### src/pkg/txc_pkg.sv
// Shared constants and types for the transceiver transmit-control block.
package txc_pkg;

    // Two-wire device addresses of the identification and diagnostics pages.
    localparam logic [7:0] TXC_ADDR_ID = 8'hA0;
    localparam logic [7:0] TXC_ADDR_DIAG = 8'hA2;

    // Offset of the control and status byte in the diagnostics page.
    localparam logic [7:0] TXC_OFS_CTRL = 8'h6E;

    // Bit positions inside the control and status byte.
    localparam int TXC_BIT_TXOFF_STATE = 7;
    localparam int TXC_BIT_SOFT_OFF = 6;
    localparam int TXC_BIT_FAULT = 2;
    localparam int TXC_BIT_LOS = 1;

    // Monitor words start here in the diagnostics page, two bytes each, high byte first.
    localparam logic [7:0] TXC_OFS_MON_FIRST = 8'h60;
    localparam logic [7:0] TXC_MON_BYTES = 8'h0A;

    // Bit count of one serial byte, and the soft-off reset value.
    localparam logic [3:0] TXC_BYTE_BITS = 4'h8;
    localparam logic TXC_SOFT_RST = 1'b0;

    // Width of the memory address: page select bit plus byte offset.
    localparam int TXC_MEM_AW = 9;

    // Pins sampled from outside the clock domain.
    typedef struct packed {
        logic scl;
        logic sda;
        logic txdis;
        logic fault;
        logic unsafe;
        logic los;
    } txc_pins_t;

    // Idle pin levels: bus lines high, transmit-off high as if pulled up.
    localparam txc_pins_t TXC_PIN_RST = 6'h38;

    // Live monitor readings, each a 16-bit word.
    typedef struct packed {
        logic [15:0] temp;
        logic [15:0] vcc;
        logic [15:0] bias;
        logic [15:0] txpwr;
        logic [15:0] rxpwr;
    } txc_mon_t;

    // Serial slave states.
    typedef enum logic [3:0] {
        TXC_ST_IDLE = 4'h0,
        TXC_ST_DEV = 4'h1,
        TXC_ST_DEV_ACK = 4'h2,
        TXC_ST_ADDR = 4'h3,
        TXC_ST_ADDR_ACK = 4'h4,
        TXC_ST_WDATA = 4'h5,
        TXC_ST_WDATA_ACK = 4'h6,
        TXC_ST_RDATA = 4'h7,
        TXC_ST_RDATA_ACK = 4'h8
    } txc_state_t;

endpackage

### src/txc_mem.sv
// Two-page byte memory behind the serial interface, with registered read data.
module txc_mem (
    // Clock and reset.
    input wire logic clk,
    input wire logic rst_n,
    // Write port.
    input wire logic we,
    input wire logic [txc_pkg::TXC_MEM_AW-1:0] waddr,
    input wire logic [7:0] wdata,
    // Read port.
    input wire logic [txc_pkg::TXC_MEM_AW-1:0] raddr,
    output logic [7:0] rdata
);

    // Storage array; it has no reset, so contents are undefined until written.
    logic [7:0] mem [0:(1 << txc_pkg::TXC_MEM_AW)-1];
    // Read data register and its next value.
    logic [7:0] rdata_r;
    logic [7:0] rdata_nxt;

    // Read is a plain lookup; the register adds one cycle of latency.
    always_comb begin
        rdata_nxt = mem[raddr];
    end

    // The array is written on the write strobe only.
    always_ff @(posedge clk) begin
        if (we) begin
            mem[waddr] <= wdata;
        end
    end

    // Read data register.
    always_ff @(posedge clk or negedge rst_n) begin
        if (!rst_n) begin
            rdata_r <= 8'h00;
        end else begin
            rdata_r <= rdata_nxt;
        end
    end

    assign rdata = rdata_r;

endmodule

### src/txc_top.sv
// Transmit control, fault latch and two-wire memory slave of an optical module.
// Operation
// - Transmit-off input high turns laser off.
// - Transmit-off defaults high, laser off until driven.
// - Soft off bit ORed with hardware input.
// - Transmit-off state readable at byte 110 bit 7.
// - Laser fault raises fault output, disables laser.
// - Fault pin open drain, low means normal.
// - Fault latched until transmit-off toggled or reset.
// - Cycling transmit-off restarts transmitter after fault.
// - Fault mirrored at byte 110 bit 2.
// - Unsafe optical power disables the transmitter.
// - Answer at 0xA0 and 0xA2, 256 bytes each.
// - Speed selection ignored, pin and bit.
// - Diagnostics page holds five live monitor readings.
// - Transmit-off and signal-lost mirrored in memory.
// - Signal-lost output high when input unusable, bit 1.
module txc_top (
    // Clock and reset.
    input wire logic clk,
    input wire logic rst_n,
    // Two-wire serial pins; data line is open drain.
    input wire logic scl_i,
    input wire logic sda_i,
    output logic sda_o,
    output logic sda_oe,
    // Transmit-off input and open-drain fault output.
    input wire logic tx_disable_i,
    output logic tx_fault_o,
    output logic tx_fault_oe,
    // Laser driver enable.
    output logic laser_en,
    // Detector inputs from the analog side.
    input wire logic laser_fault_det,
    input wire logic eye_unsafe_det,
    input wire logic rx_signal_bad,
    // Receive signal-lost output.
    output logic receive_signal_lost,
    // Live monitor readings, synchronous to clk.
    input wire txc_pkg::txc_mon_t mon_i
);

    // Three-stage pin synchronisers and the filtered pin value.
    txc_pkg::txc_pins_t pins_raw;
    txc_pkg::txc_pins_t s1_r, s2_r, s3_r;
    txc_pkg::txc_pins_t pf_r, pf_nxt, pd_r;
    // Edge events of the filtered pins.
    logic scl_rise, scl_fall, bus_start, bus_stop, txdis_fall;
    // Transmit control state.
    logic fault_r, fault_nxt, trip_r, trip_nxt, laser_en_r, laser_en_nxt;
    logic fault_oe_r, fault_oe_nxt, los_r, los_nxt;
    // Serial slave state.
    txc_pkg::txc_state_t st_r, st_nxt;
    logic [3:0] cnt_r, cnt_nxt;
    logic [7:0] sh_r, sh_nxt, ptr_r, ptr_nxt;
    logic page_r, page_nxt, rw_r, rw_nxt, ack_r, ack_nxt;
    logic oe_r, oe_nxt, soft_r, soft_nxt;
    // Memory write strobe, read data and the overlaid byte seen by the host.
    logic mem_we;
    logic [7:0] mem_rdata, rd_byte, status_byte;
    logic [7:0] mon_idx;
    logic [79:0] mon_sh;
    // Device address match flags.
    logic hit_id, hit_diag;

    assign pins_raw = {scl_i, sda_i, tx_disable_i, laser_fault_det, eye_unsafe_det,
                       rx_signal_bad};

    // A bit of the filtered value moves only once stages two and three agree.
    always_comb begin
        pf_nxt = ((s2_r ~^ s3_r) & s2_r) | ((s2_r ^ s3_r) & pf_r);
    end

    // Synchroniser chain; the transmit-off stages reset high like the pull-up.
    always_ff @(posedge clk or negedge rst_n) begin
        if (!rst_n) begin
            s1_r <= txc_pkg::TXC_PIN_RST;
            s2_r <= txc_pkg::TXC_PIN_RST;
            s3_r <= txc_pkg::TXC_PIN_RST;
            pf_r <= txc_pkg::TXC_PIN_RST;
            pd_r <= txc_pkg::TXC_PIN_RST;
        end else begin
            s1_r <= pins_raw;
            s2_r <= s1_r;
            s3_r <= s2_r;
            pf_r <= pf_nxt;
            pd_r <= pf_r;
        end
    end

    // Bus events come from the filtered lines only, so glitches do not start frames.
    assign scl_rise = pf_r.scl & ~pd_r.scl;
    assign scl_fall = ~pf_r.scl & pd_r.scl;
    assign bus_start = pf_r.scl & pd_r.scl & pd_r.sda & ~pf_r.sda;
    assign bus_stop = pf_r.scl & pd_r.scl & ~pd_r.sda & pf_r.sda;
    assign txdis_fall = pd_r.txdis & ~pf_r.txdis;

    // Fault and eye-safety latches; a new fault in the clearing cycle wins.
    always_comb begin
        fault_nxt = fault_r;
        trip_nxt = trip_r;
        if (pf_r.fault) begin
            fault_nxt = 1'b1;
        end else if (txdis_fall) begin
            fault_nxt = 1'b0;
        end
        if (pf_r.unsafe) begin
            trip_nxt = 1'b1;
        end else if (txdis_fall) begin
            trip_nxt = 1'b0;
        end
        // The laser runs only with no hardware or soft request and no latched fault.
        laser_en_nxt = ~(pf_r.txdis | soft_r | fault_r | trip_r);
        // The fault pin is pulled low while normal and released on a fault.
        fault_oe_nxt = ~fault_nxt;
        los_nxt = pf_r.los;
    end

    // Transmit control registers; reset leaves the laser off.
    always_ff @(posedge clk or negedge rst_n) begin
        if (!rst_n) begin
            fault_r <= 1'b0;
            trip_r <= 1'b0;
            laser_en_r <= 1'b0;
            fault_oe_r <= 1'b1;
            los_r <= 1'b0;
        end else begin
            fault_r <= fault_nxt;
            trip_r <= trip_nxt;
            laser_en_r <= laser_en_nxt;
            fault_oe_r <= fault_oe_nxt;
            los_r <= los_nxt;
        end
    end

    // Status byte; the speed-select position always reads zero, though a write still lands in the memory.
    always_comb begin
        status_byte = 8'h00;
        status_byte[txc_pkg::TXC_BIT_TXOFF_STATE] = pf_r.txdis;
        status_byte[txc_pkg::TXC_BIT_SOFT_OFF] = soft_r;
        status_byte[txc_pkg::TXC_BIT_FAULT] = fault_r;
        status_byte[txc_pkg::TXC_BIT_LOS] = los_r;
    end

    // Host view: live bytes overlay the memory in the diagnostics page.
    always_comb begin
        mon_idx = ptr_r - txc_pkg::TXC_OFS_MON_FIRST;
        mon_sh = mon_i << {mon_idx[3:0], 3'h0};
        rd_byte = mem_rdata;
        if (page_r && (ptr_r == txc_pkg::TXC_OFS_CTRL)) begin
            rd_byte = status_byte;
        end else if (page_r && (ptr_r >= txc_pkg::TXC_OFS_MON_FIRST) &&
                     (mon_idx < txc_pkg::TXC_MON_BYTES)) begin
            rd_byte = mon_sh[79:72];
        end
    end

    assign hit_id = (sh_r[7:1] == txc_pkg::TXC_ADDR_ID[7:1]);
    assign hit_diag = (sh_r[7:1] == txc_pkg::TXC_ADDR_DIAG[7:1]);

    // Serial slave: sample on the clock rise, change the data line on the fall.
    always_comb begin
        st_nxt = st_r;
        cnt_nxt = cnt_r;
        sh_nxt = sh_r;
        ptr_nxt = ptr_r;
        page_nxt = page_r;
        rw_nxt = rw_r;
        ack_nxt = ack_r;
        oe_nxt = oe_r;
        soft_nxt = soft_r;
        mem_we = 1'b0;
        if (bus_start) begin
            // A repeated start keeps the byte pointer for a following read.
            st_nxt = txc_pkg::TXC_ST_DEV;
            cnt_nxt = 4'h0;
            oe_nxt = 1'b0;
        end else if (bus_stop) begin
            st_nxt = txc_pkg::TXC_ST_IDLE;
            oe_nxt = 1'b0;
        end else begin
            unique case (st_r)
                txc_pkg::TXC_ST_IDLE: begin
                    oe_nxt = 1'b0;
                end
                txc_pkg::TXC_ST_DEV, txc_pkg::TXC_ST_ADDR, txc_pkg::TXC_ST_WDATA: begin
                    if (scl_rise && (cnt_r < txc_pkg::TXC_BYTE_BITS)) begin
                        sh_nxt = {sh_r[6:0], pf_r.sda};
                        cnt_nxt = cnt_r + 4'h1;
                    end else if (scl_fall && (cnt_r == txc_pkg::TXC_BYTE_BITS)) begin
                        cnt_nxt = 4'h0;
                        oe_nxt = 1'b1;
                        if (st_r == txc_pkg::TXC_ST_DEV) begin
                            if (hit_id || hit_diag) begin
                                page_nxt = hit_diag;
                                rw_nxt = sh_r[0];
                                st_nxt = txc_pkg::TXC_ST_DEV_ACK;
                            end else begin
                                // Another device on the bus: stay silent.
                                oe_nxt = 1'b0;
                                st_nxt = txc_pkg::TXC_ST_IDLE;
                            end
                        end else if (st_r == txc_pkg::TXC_ST_ADDR) begin
                            ptr_nxt = sh_r;
                            st_nxt = txc_pkg::TXC_ST_ADDR_ACK;
                        end else begin
                            mem_we = 1'b1;
                            ptr_nxt = ptr_r + 8'h01;
                            if (page_r && (ptr_r == txc_pkg::TXC_OFS_CTRL)) begin
                                soft_nxt = sh_r[txc_pkg::TXC_BIT_SOFT_OFF];
                            end
                            st_nxt = txc_pkg::TXC_ST_WDATA_ACK;
                        end
                    end
                end
                txc_pkg::TXC_ST_DEV_ACK: begin
                    if (scl_fall) begin
                        oe_nxt = 1'b0;
                        st_nxt = txc_pkg::TXC_ST_ADDR;
                        if (rw_r) begin
                            sh_nxt = rd_byte;
                            oe_nxt = ~rd_byte[7];
                            st_nxt = txc_pkg::TXC_ST_RDATA;
                        end
                    end
                end
                txc_pkg::TXC_ST_ADDR_ACK, txc_pkg::TXC_ST_WDATA_ACK: begin
                    if (scl_fall) begin
                        oe_nxt = 1'b0;
                        st_nxt = txc_pkg::TXC_ST_WDATA;
                    end
                end
                txc_pkg::TXC_ST_RDATA: begin
                    if (scl_rise) begin
                        cnt_nxt = cnt_r + 4'h1;
                    end else if (scl_fall && (cnt_r == txc_pkg::TXC_BYTE_BITS)) begin
                        oe_nxt = 1'b0;
                        ptr_nxt = ptr_r + 8'h01;
                        st_nxt = txc_pkg::TXC_ST_RDATA_ACK;
                    end else if (scl_fall) begin
                        sh_nxt = {sh_r[6:0], 1'b0};
                        oe_nxt = ~sh_r[6];
                    end
                end
                txc_pkg::TXC_ST_RDATA_ACK: begin
                    if (scl_rise) begin
                        ack_nxt = ~pf_r.sda;
                    end else if (scl_fall) begin
                        // A not-acknowledge from the master ends the read.
                        st_nxt = txc_pkg::TXC_ST_IDLE;
                        if (ack_r) begin
                            cnt_nxt = 4'h0;
                            sh_nxt = rd_byte;
                            oe_nxt = ~rd_byte[7];
                            st_nxt = txc_pkg::TXC_ST_RDATA;
                        end
                    end
                end
                default: begin
                    st_nxt = txc_pkg::TXC_ST_IDLE;
                    oe_nxt = 1'b0;
                end
            endcase
        end
    end

    // Serial slave registers; the soft off bit starts cleared.
    always_ff @(posedge clk or negedge rst_n) begin
        if (!rst_n) begin
            st_r <= txc_pkg::TXC_ST_IDLE;
            cnt_r <= 4'h0;
            sh_r <= 8'h00;
            ptr_r <= 8'h00;
            page_r <= 1'b0;
            rw_r <= 1'b0;
            ack_r <= 1'b0;
            oe_r <= 1'b0;
            soft_r <= txc_pkg::TXC_SOFT_RST;
        end else begin
            st_r <= st_nxt;
            cnt_r <= cnt_nxt;
            sh_r <= sh_nxt;
            ptr_r <= ptr_nxt;
            page_r <= page_nxt;
            rw_r <= rw_nxt;
            ack_r <= ack_nxt;
            oe_r <= oe_nxt;
            soft_r <= soft_nxt;
        end
    end

    // Both pages live in one memory, the page bit on top of the offset.
    txc_mem u_mem (
        .clk(clk),
        .rst_n(rst_n),
        .we(mem_we),
        .waddr({page_r, ptr_r}),
        .wdata(sh_r),
        .raddr({page_r, ptr_r}),
        .rdata(mem_rdata)
    );

    // Open-drain pins only ever pull low, so their data is constant.
    assign sda_o = 1'b0;
    assign tx_fault_o = 1'b0;
    assign sda_oe = oe_r;
    assign tx_fault_oe = fault_oe_r;
    assign laser_en = laser_en_r;
    assign receive_signal_lost = los_r;
endmodule

### config.mk
export PLATFORM = sky130hd
export DESIGN_NAME = txc_top
export DESIGN_NICKNAME = d
export VERILOG_FILES = /design/src/pkg/txc_pkg.sv /design/src/txc_mem.sv /design/src/txc_top.sv
export SDC_FILE = /design/constraint.sdc
export NUM_CORES = 2
export LEC_CHECK = 0
export ABC_CLOCK_PERIOD_IN_PS = 9300
export BUFFER_PORTS_ARGS = -buffer_cell sky130_fd_sc_hd__buf_2
export CORE_MARGIN = 2
export CORE_UTILIZATION = 54
export CTS_BUF_LIST = sky130_fd_sc_hd__clkbuf_16
export CTS_CLUSTER_SIZE = 25
export DETAILED_ROUTE_END_ITERATION = 6
export GPL_TIMING_DRIVEN = 1
export PLACE_DENSITY = 0.66
export SKIP_LAST_GASP = 1
export SLEW_MARGIN = 30
export SYNTH_ARGS = -nofsm -noshare
export SYNTH_HDL_FRONTEND = slang
export SYNTH_SLANG_ARGS = --single-unit
export TNS_END_PERCENT = 5
### constraint.sdc
create_clock -name clk -period 9.3 [get_ports clk]
set_input_delay 0.465 -clock clk [delete_from_list [all_inputs] [get_ports clk]]
set_output_delay 0.465 -clock clk [all_outputs]
set_load 0.02 [all_outputs]
==> flow_summary.yaml <==
sta:
  relSlewSlack: 0.284
  hold_ws_ns: 0.160
  setup_viol: 0
  setup_tns_ns: 0
  finalCritPeriodShare: 0.585
  finalHoldViolCount: 0
  grt_setup_unrepaired: "no"
  fmax_mhz: 184
  worst_slew_pin_slew_ns: 1.07
  period_needed_ns: 5.44
  report.final.slew_viol_count: 0
  clock_skew_ns: 0.0909
final_layout:
  fin_area_um2: 181000
  syn2layout_area_growth_pct: 11.5
  nFillCells: 20720
  nets: 8073
  layout-drive-gt1-share: 0.241
power:
  internal_power_w: 0.0329
  netSwitchingPower_w: 0.00994
  swShare: 0.232
  comb_power_share: 0.066
  leakagePower_nw: 56.5
  cellPowerDensity_nw_per_um2: 236
  p_seq_frac: 0.548
  ir_drop_v: 0.000217
  clkPwrFrac: 0.386
routing:
  ant_nets: 0
  dr.first_iter.drc_count: 12571
  drt_wl_total_mm: 441
  wire_per_inst_um: 35.9
  dr.pass1.iters: 7
  viasPerCell: 6.75
  vias: 82935
  drc_errors: 0
synth:
  ys_seq_area_frac: 0.767
  synth_area_um2: 163000
  synth_compound_area_frac: 0.0215
  yosys.area_share.simple: 0.0332
  synth_area_per_cell_um2: 20.9
  synth_edf_count: 4096
  synth_seq_cells: 4165
  synth_cell_types: 71
  syn_inst: 7785
  yosys_warnings: 0
  yosys.area_share.adder: 0.00100
  synth_ff_type: "edfxtp_1"
  synth_top_family_by_area: "multiplexers"
  yosysTopAreaCell: "edfxtp_1"
  synthMuxAreaShare: 0.162
  synth_xor_area_frac: 0.0000538
  synthTopCellsByArea: "edfxtp_1 (76%), mux4_2 (14%), mux2i_1 (1.7%)"
  synth_top_area_frac: 0.756
  async_reset_ff_frac: 0.0166
worst_setup_path:
  endpoint_kind: "flip-flop"
  cp-start-kind: "flip-flop"
  r2r_start: "ptr_r[0]"
  cp_max_fo: 75
  worstPathArrival_ns: 6.25
  rrSetupSlack_ns: 3.86
  reg2reg_to: "u_mem.rdata[4]"
  required_ns: 10.11
  ff2ff_path_depth: 8
  critPathKind: "flip-flop to flip-flop"
clock_tree:
  clock_latency_ns: 0.99
  ctsHoldBuffers: 9
  cts_tree: "built"
  ctsRootBufferMaster: "clkbuf_16"
  ctsResizeCount: 0
  htreeDepth: 5
  cts_sinks: 4165
  cts_buffers: 404
  cts.clk_slew.worst_paths_ns: 0.06
  clk_path_buf_depth: 4
  cts_setup_buffers: 0
global_route:
  overflow: 0
  track_usage: 0.287
  antenna_found_initial: 26
  grt_pass1_vias: 81256
  grt_pass1_wl_mm: 622
  grt_max_degree: 206
floorplan:
  fp.dieH_um: 553
  coreArea_um2: 300000
  start_util: 0.543
  num_rows: 201
  die_area_um2: 306000
  io_pins: 94
  die_w_um: 553
job:
  drv_cap: 0
hold_path:
  hold_depth: 2
  holdPathEnd: "s1_r[2]"
  hold_start: "laser_fault_det"
  hold_class: "input pin to flip-flop"
place:
  place_area_um2: 168000
  dpl.hpwl_mm: 261
  place_congestion: 0.902
  numPortBuffers: 91
outcome:
  status: "finished, final reports clean"
==> critical path: stages, from the launching register on <==
cell      delay [ns]
dfrtp_4         0.90
buf_12          0.45
buf_4           0.75
mux4_2          0.60
mux2i_1         0.45
o22ai_1         0.20
a311oi_2        0.68
nand4_1         0.39
or4_1           0.59
==> flip-flops by register name, indices dropped and copies added, names as in the netlist, 3 cells and up <==
signal and cells:
pd_r 3, sh_r 8, pf_r 5, u_mem.rdata 8, st_r 4, s2_r 6, cnt_r 4, s1_r 6
ptr_r 8, u_mem.mem 4096, s3_r 6
==> Yosys cell counts (6+ instances only) <==
| cell | instances |
|---|---|
| a221oi_1 | 10 |
| and3_1 | 16 |
| nor2b_1 | 13 |
| dfstp_2 | 16 |
| or4_1 | 9 |
| nor3b_1 | 6 |
| and2_1 | 6 |
| mux2i_1 | 284 |
| nand3_1 | 104 |
| o211ai_1 | 6 |
| or3_1 | 10 |
| inv_1 | 16 |
| o31ai_1 | 6 |
| edfxtp_1 | 4096 |
| nand4_1 | 43 |
| buf_6 | 18 |
| nand2_1 | 420 |
| a21o_1 | 14 |
| buf_1 | 45 |
| o22ai_1 | 31 |
| dfrtp_1 | 53 |
| nand2b_1 | 9 |
| a21oi_1 | 64 |
| a211oi_1 | 14 |
| mux4_2 | 1037 |
| nand3b_1 | 6 |
| buf_4 | 74 |
| nor4_1 | 11 |
| mux2_2 | 17 |
| a31oi_1 | 31 |
| o32ai_1 | 8 |
| nor3_1 | 23 |
| o2111ai_1 | 7 |
| clkbuf_1 | 194 |
| a22oi_1 | 100 |
| buf_2 | 157 |
| a22o_1 | 8 |
| o21ai_0 | 52 |
| ha_1 | 13 |
| a32oi_1 | 84 |
| nor2_1 | 576 |
==> layout make-up <==
class,instances,area [µm²],area share
inverters,18,80.1,0.000441
diodes,12,30.0,0.000166
clock inverters,334,3130,0.0172
repair buffers,268,2300,0.0127
multi-input cells,3115,35900,0.198
clock buffers,410,10300,0.0566
flip-flops and latches,4165,125000,0.688
well taps,3958,4950,0.0273
==> layout by cell type, fill, tap and decap left out, types with 12 or more instances in the layout <==
cell type,n
a22oi_1,100
ha_1,13
nand2_1,404
and3_1,16
edfxtp_1,4096
clkbuf_16,410
mux2i_1,280
a31oi_1,28
nor2_1,555
a21o_1,14
nand3_1,104
nand4_1,43
clkinv_2,74
nand2_4,16
mux4_2,1037
dfrtp_1,39
o22ai_1,31
bufinv_16,51
dfrtp_4,12
diode_2,12
buf_2,90
a211oi_1,14
o21ai_0,50
inv_1,92
a21oi_1,63
nor3_1,19
mux2_2,17
nor2_2,17
clkinvlp_4,15
buf_12,27
clkinv_1,90
buf_4,125
a32oi_1,84
dfstp_2,16
==> routing by layer <==
layer / routed length, µm / part of all wire / track usage
met1: 169000 / 0.38 / 0.415
met2: 203000 / 0.46 / 0.432
met3: 52700 / 0.12 / 0.0709
met4: 16900 / 0.038 / 0.101
met5: 86 / 0.00019 / 0
==> cell families after synthesis <==
logic type | after synthesis
AO/OA/AOI/OAI | 486
multiplexers | 1338
flip-flops | 4165
XOR/XNOR | 1
other | 1
buffers and inverters | 506
AND/OR/NAND/NOR | 1275
adder cells (fa/ha/maj) | 13
==> worst max path at each step <==
stage                         from              to  cells past startpoint
final                     ptr_r[0]  u_mem.rdata[4]                      8
after global placement     st_r[3]          soft_r                      7
after CTS                 ptr_r[0]  u_mem.rdata[4]                      8
after detailed placement  ptr_r[0]  u_mem.rdata[4]                      8
after floorplan            sh_r[5]            rw_r                      4
after global routing      ptr_r[0]  u_mem.rdata[4]                      8
==> stage by stage <==
| stage | power, W | cells | setup slack [ns] | util |
|---|---|---|---|---|
| detailed placement | 0.0266 | 11508 | 3.82 | 0.559 |
| global route | 0.0439 | 12273 | 3.69 | 0.605 |
| finish | 0.0428 | 12280 | 3.86 | 0.605 |
| floorplan | 0.0261 | 7786 | 1.40 | - |
| global placement | 0.0264 | 11506 | 3.39 | 0.559 |
| CTS | 0.0428 | 12261 | 3.76 | 0.604 |
==> power by group through the flow <==
| stage | Sequential [W] | Clock (W) | Combinational, W |
|---|---|---|---|
| finish | 0.0235 | 0.0165 | 0.00281 |
| global route | 0.0235 | 0.0174 | 0.00302 |
| CTS | 0.0235 | 0.0166 | 0.00272 |
| detailed placement | 0.0239 | 0 | 0.00273 |
| global placement | 0.0239 | 0 | 0.00253 |
| floorplan | 0.0260 | 0 | 0.0000899 |
Note: power is estimated with default switching activity, not from simulation.
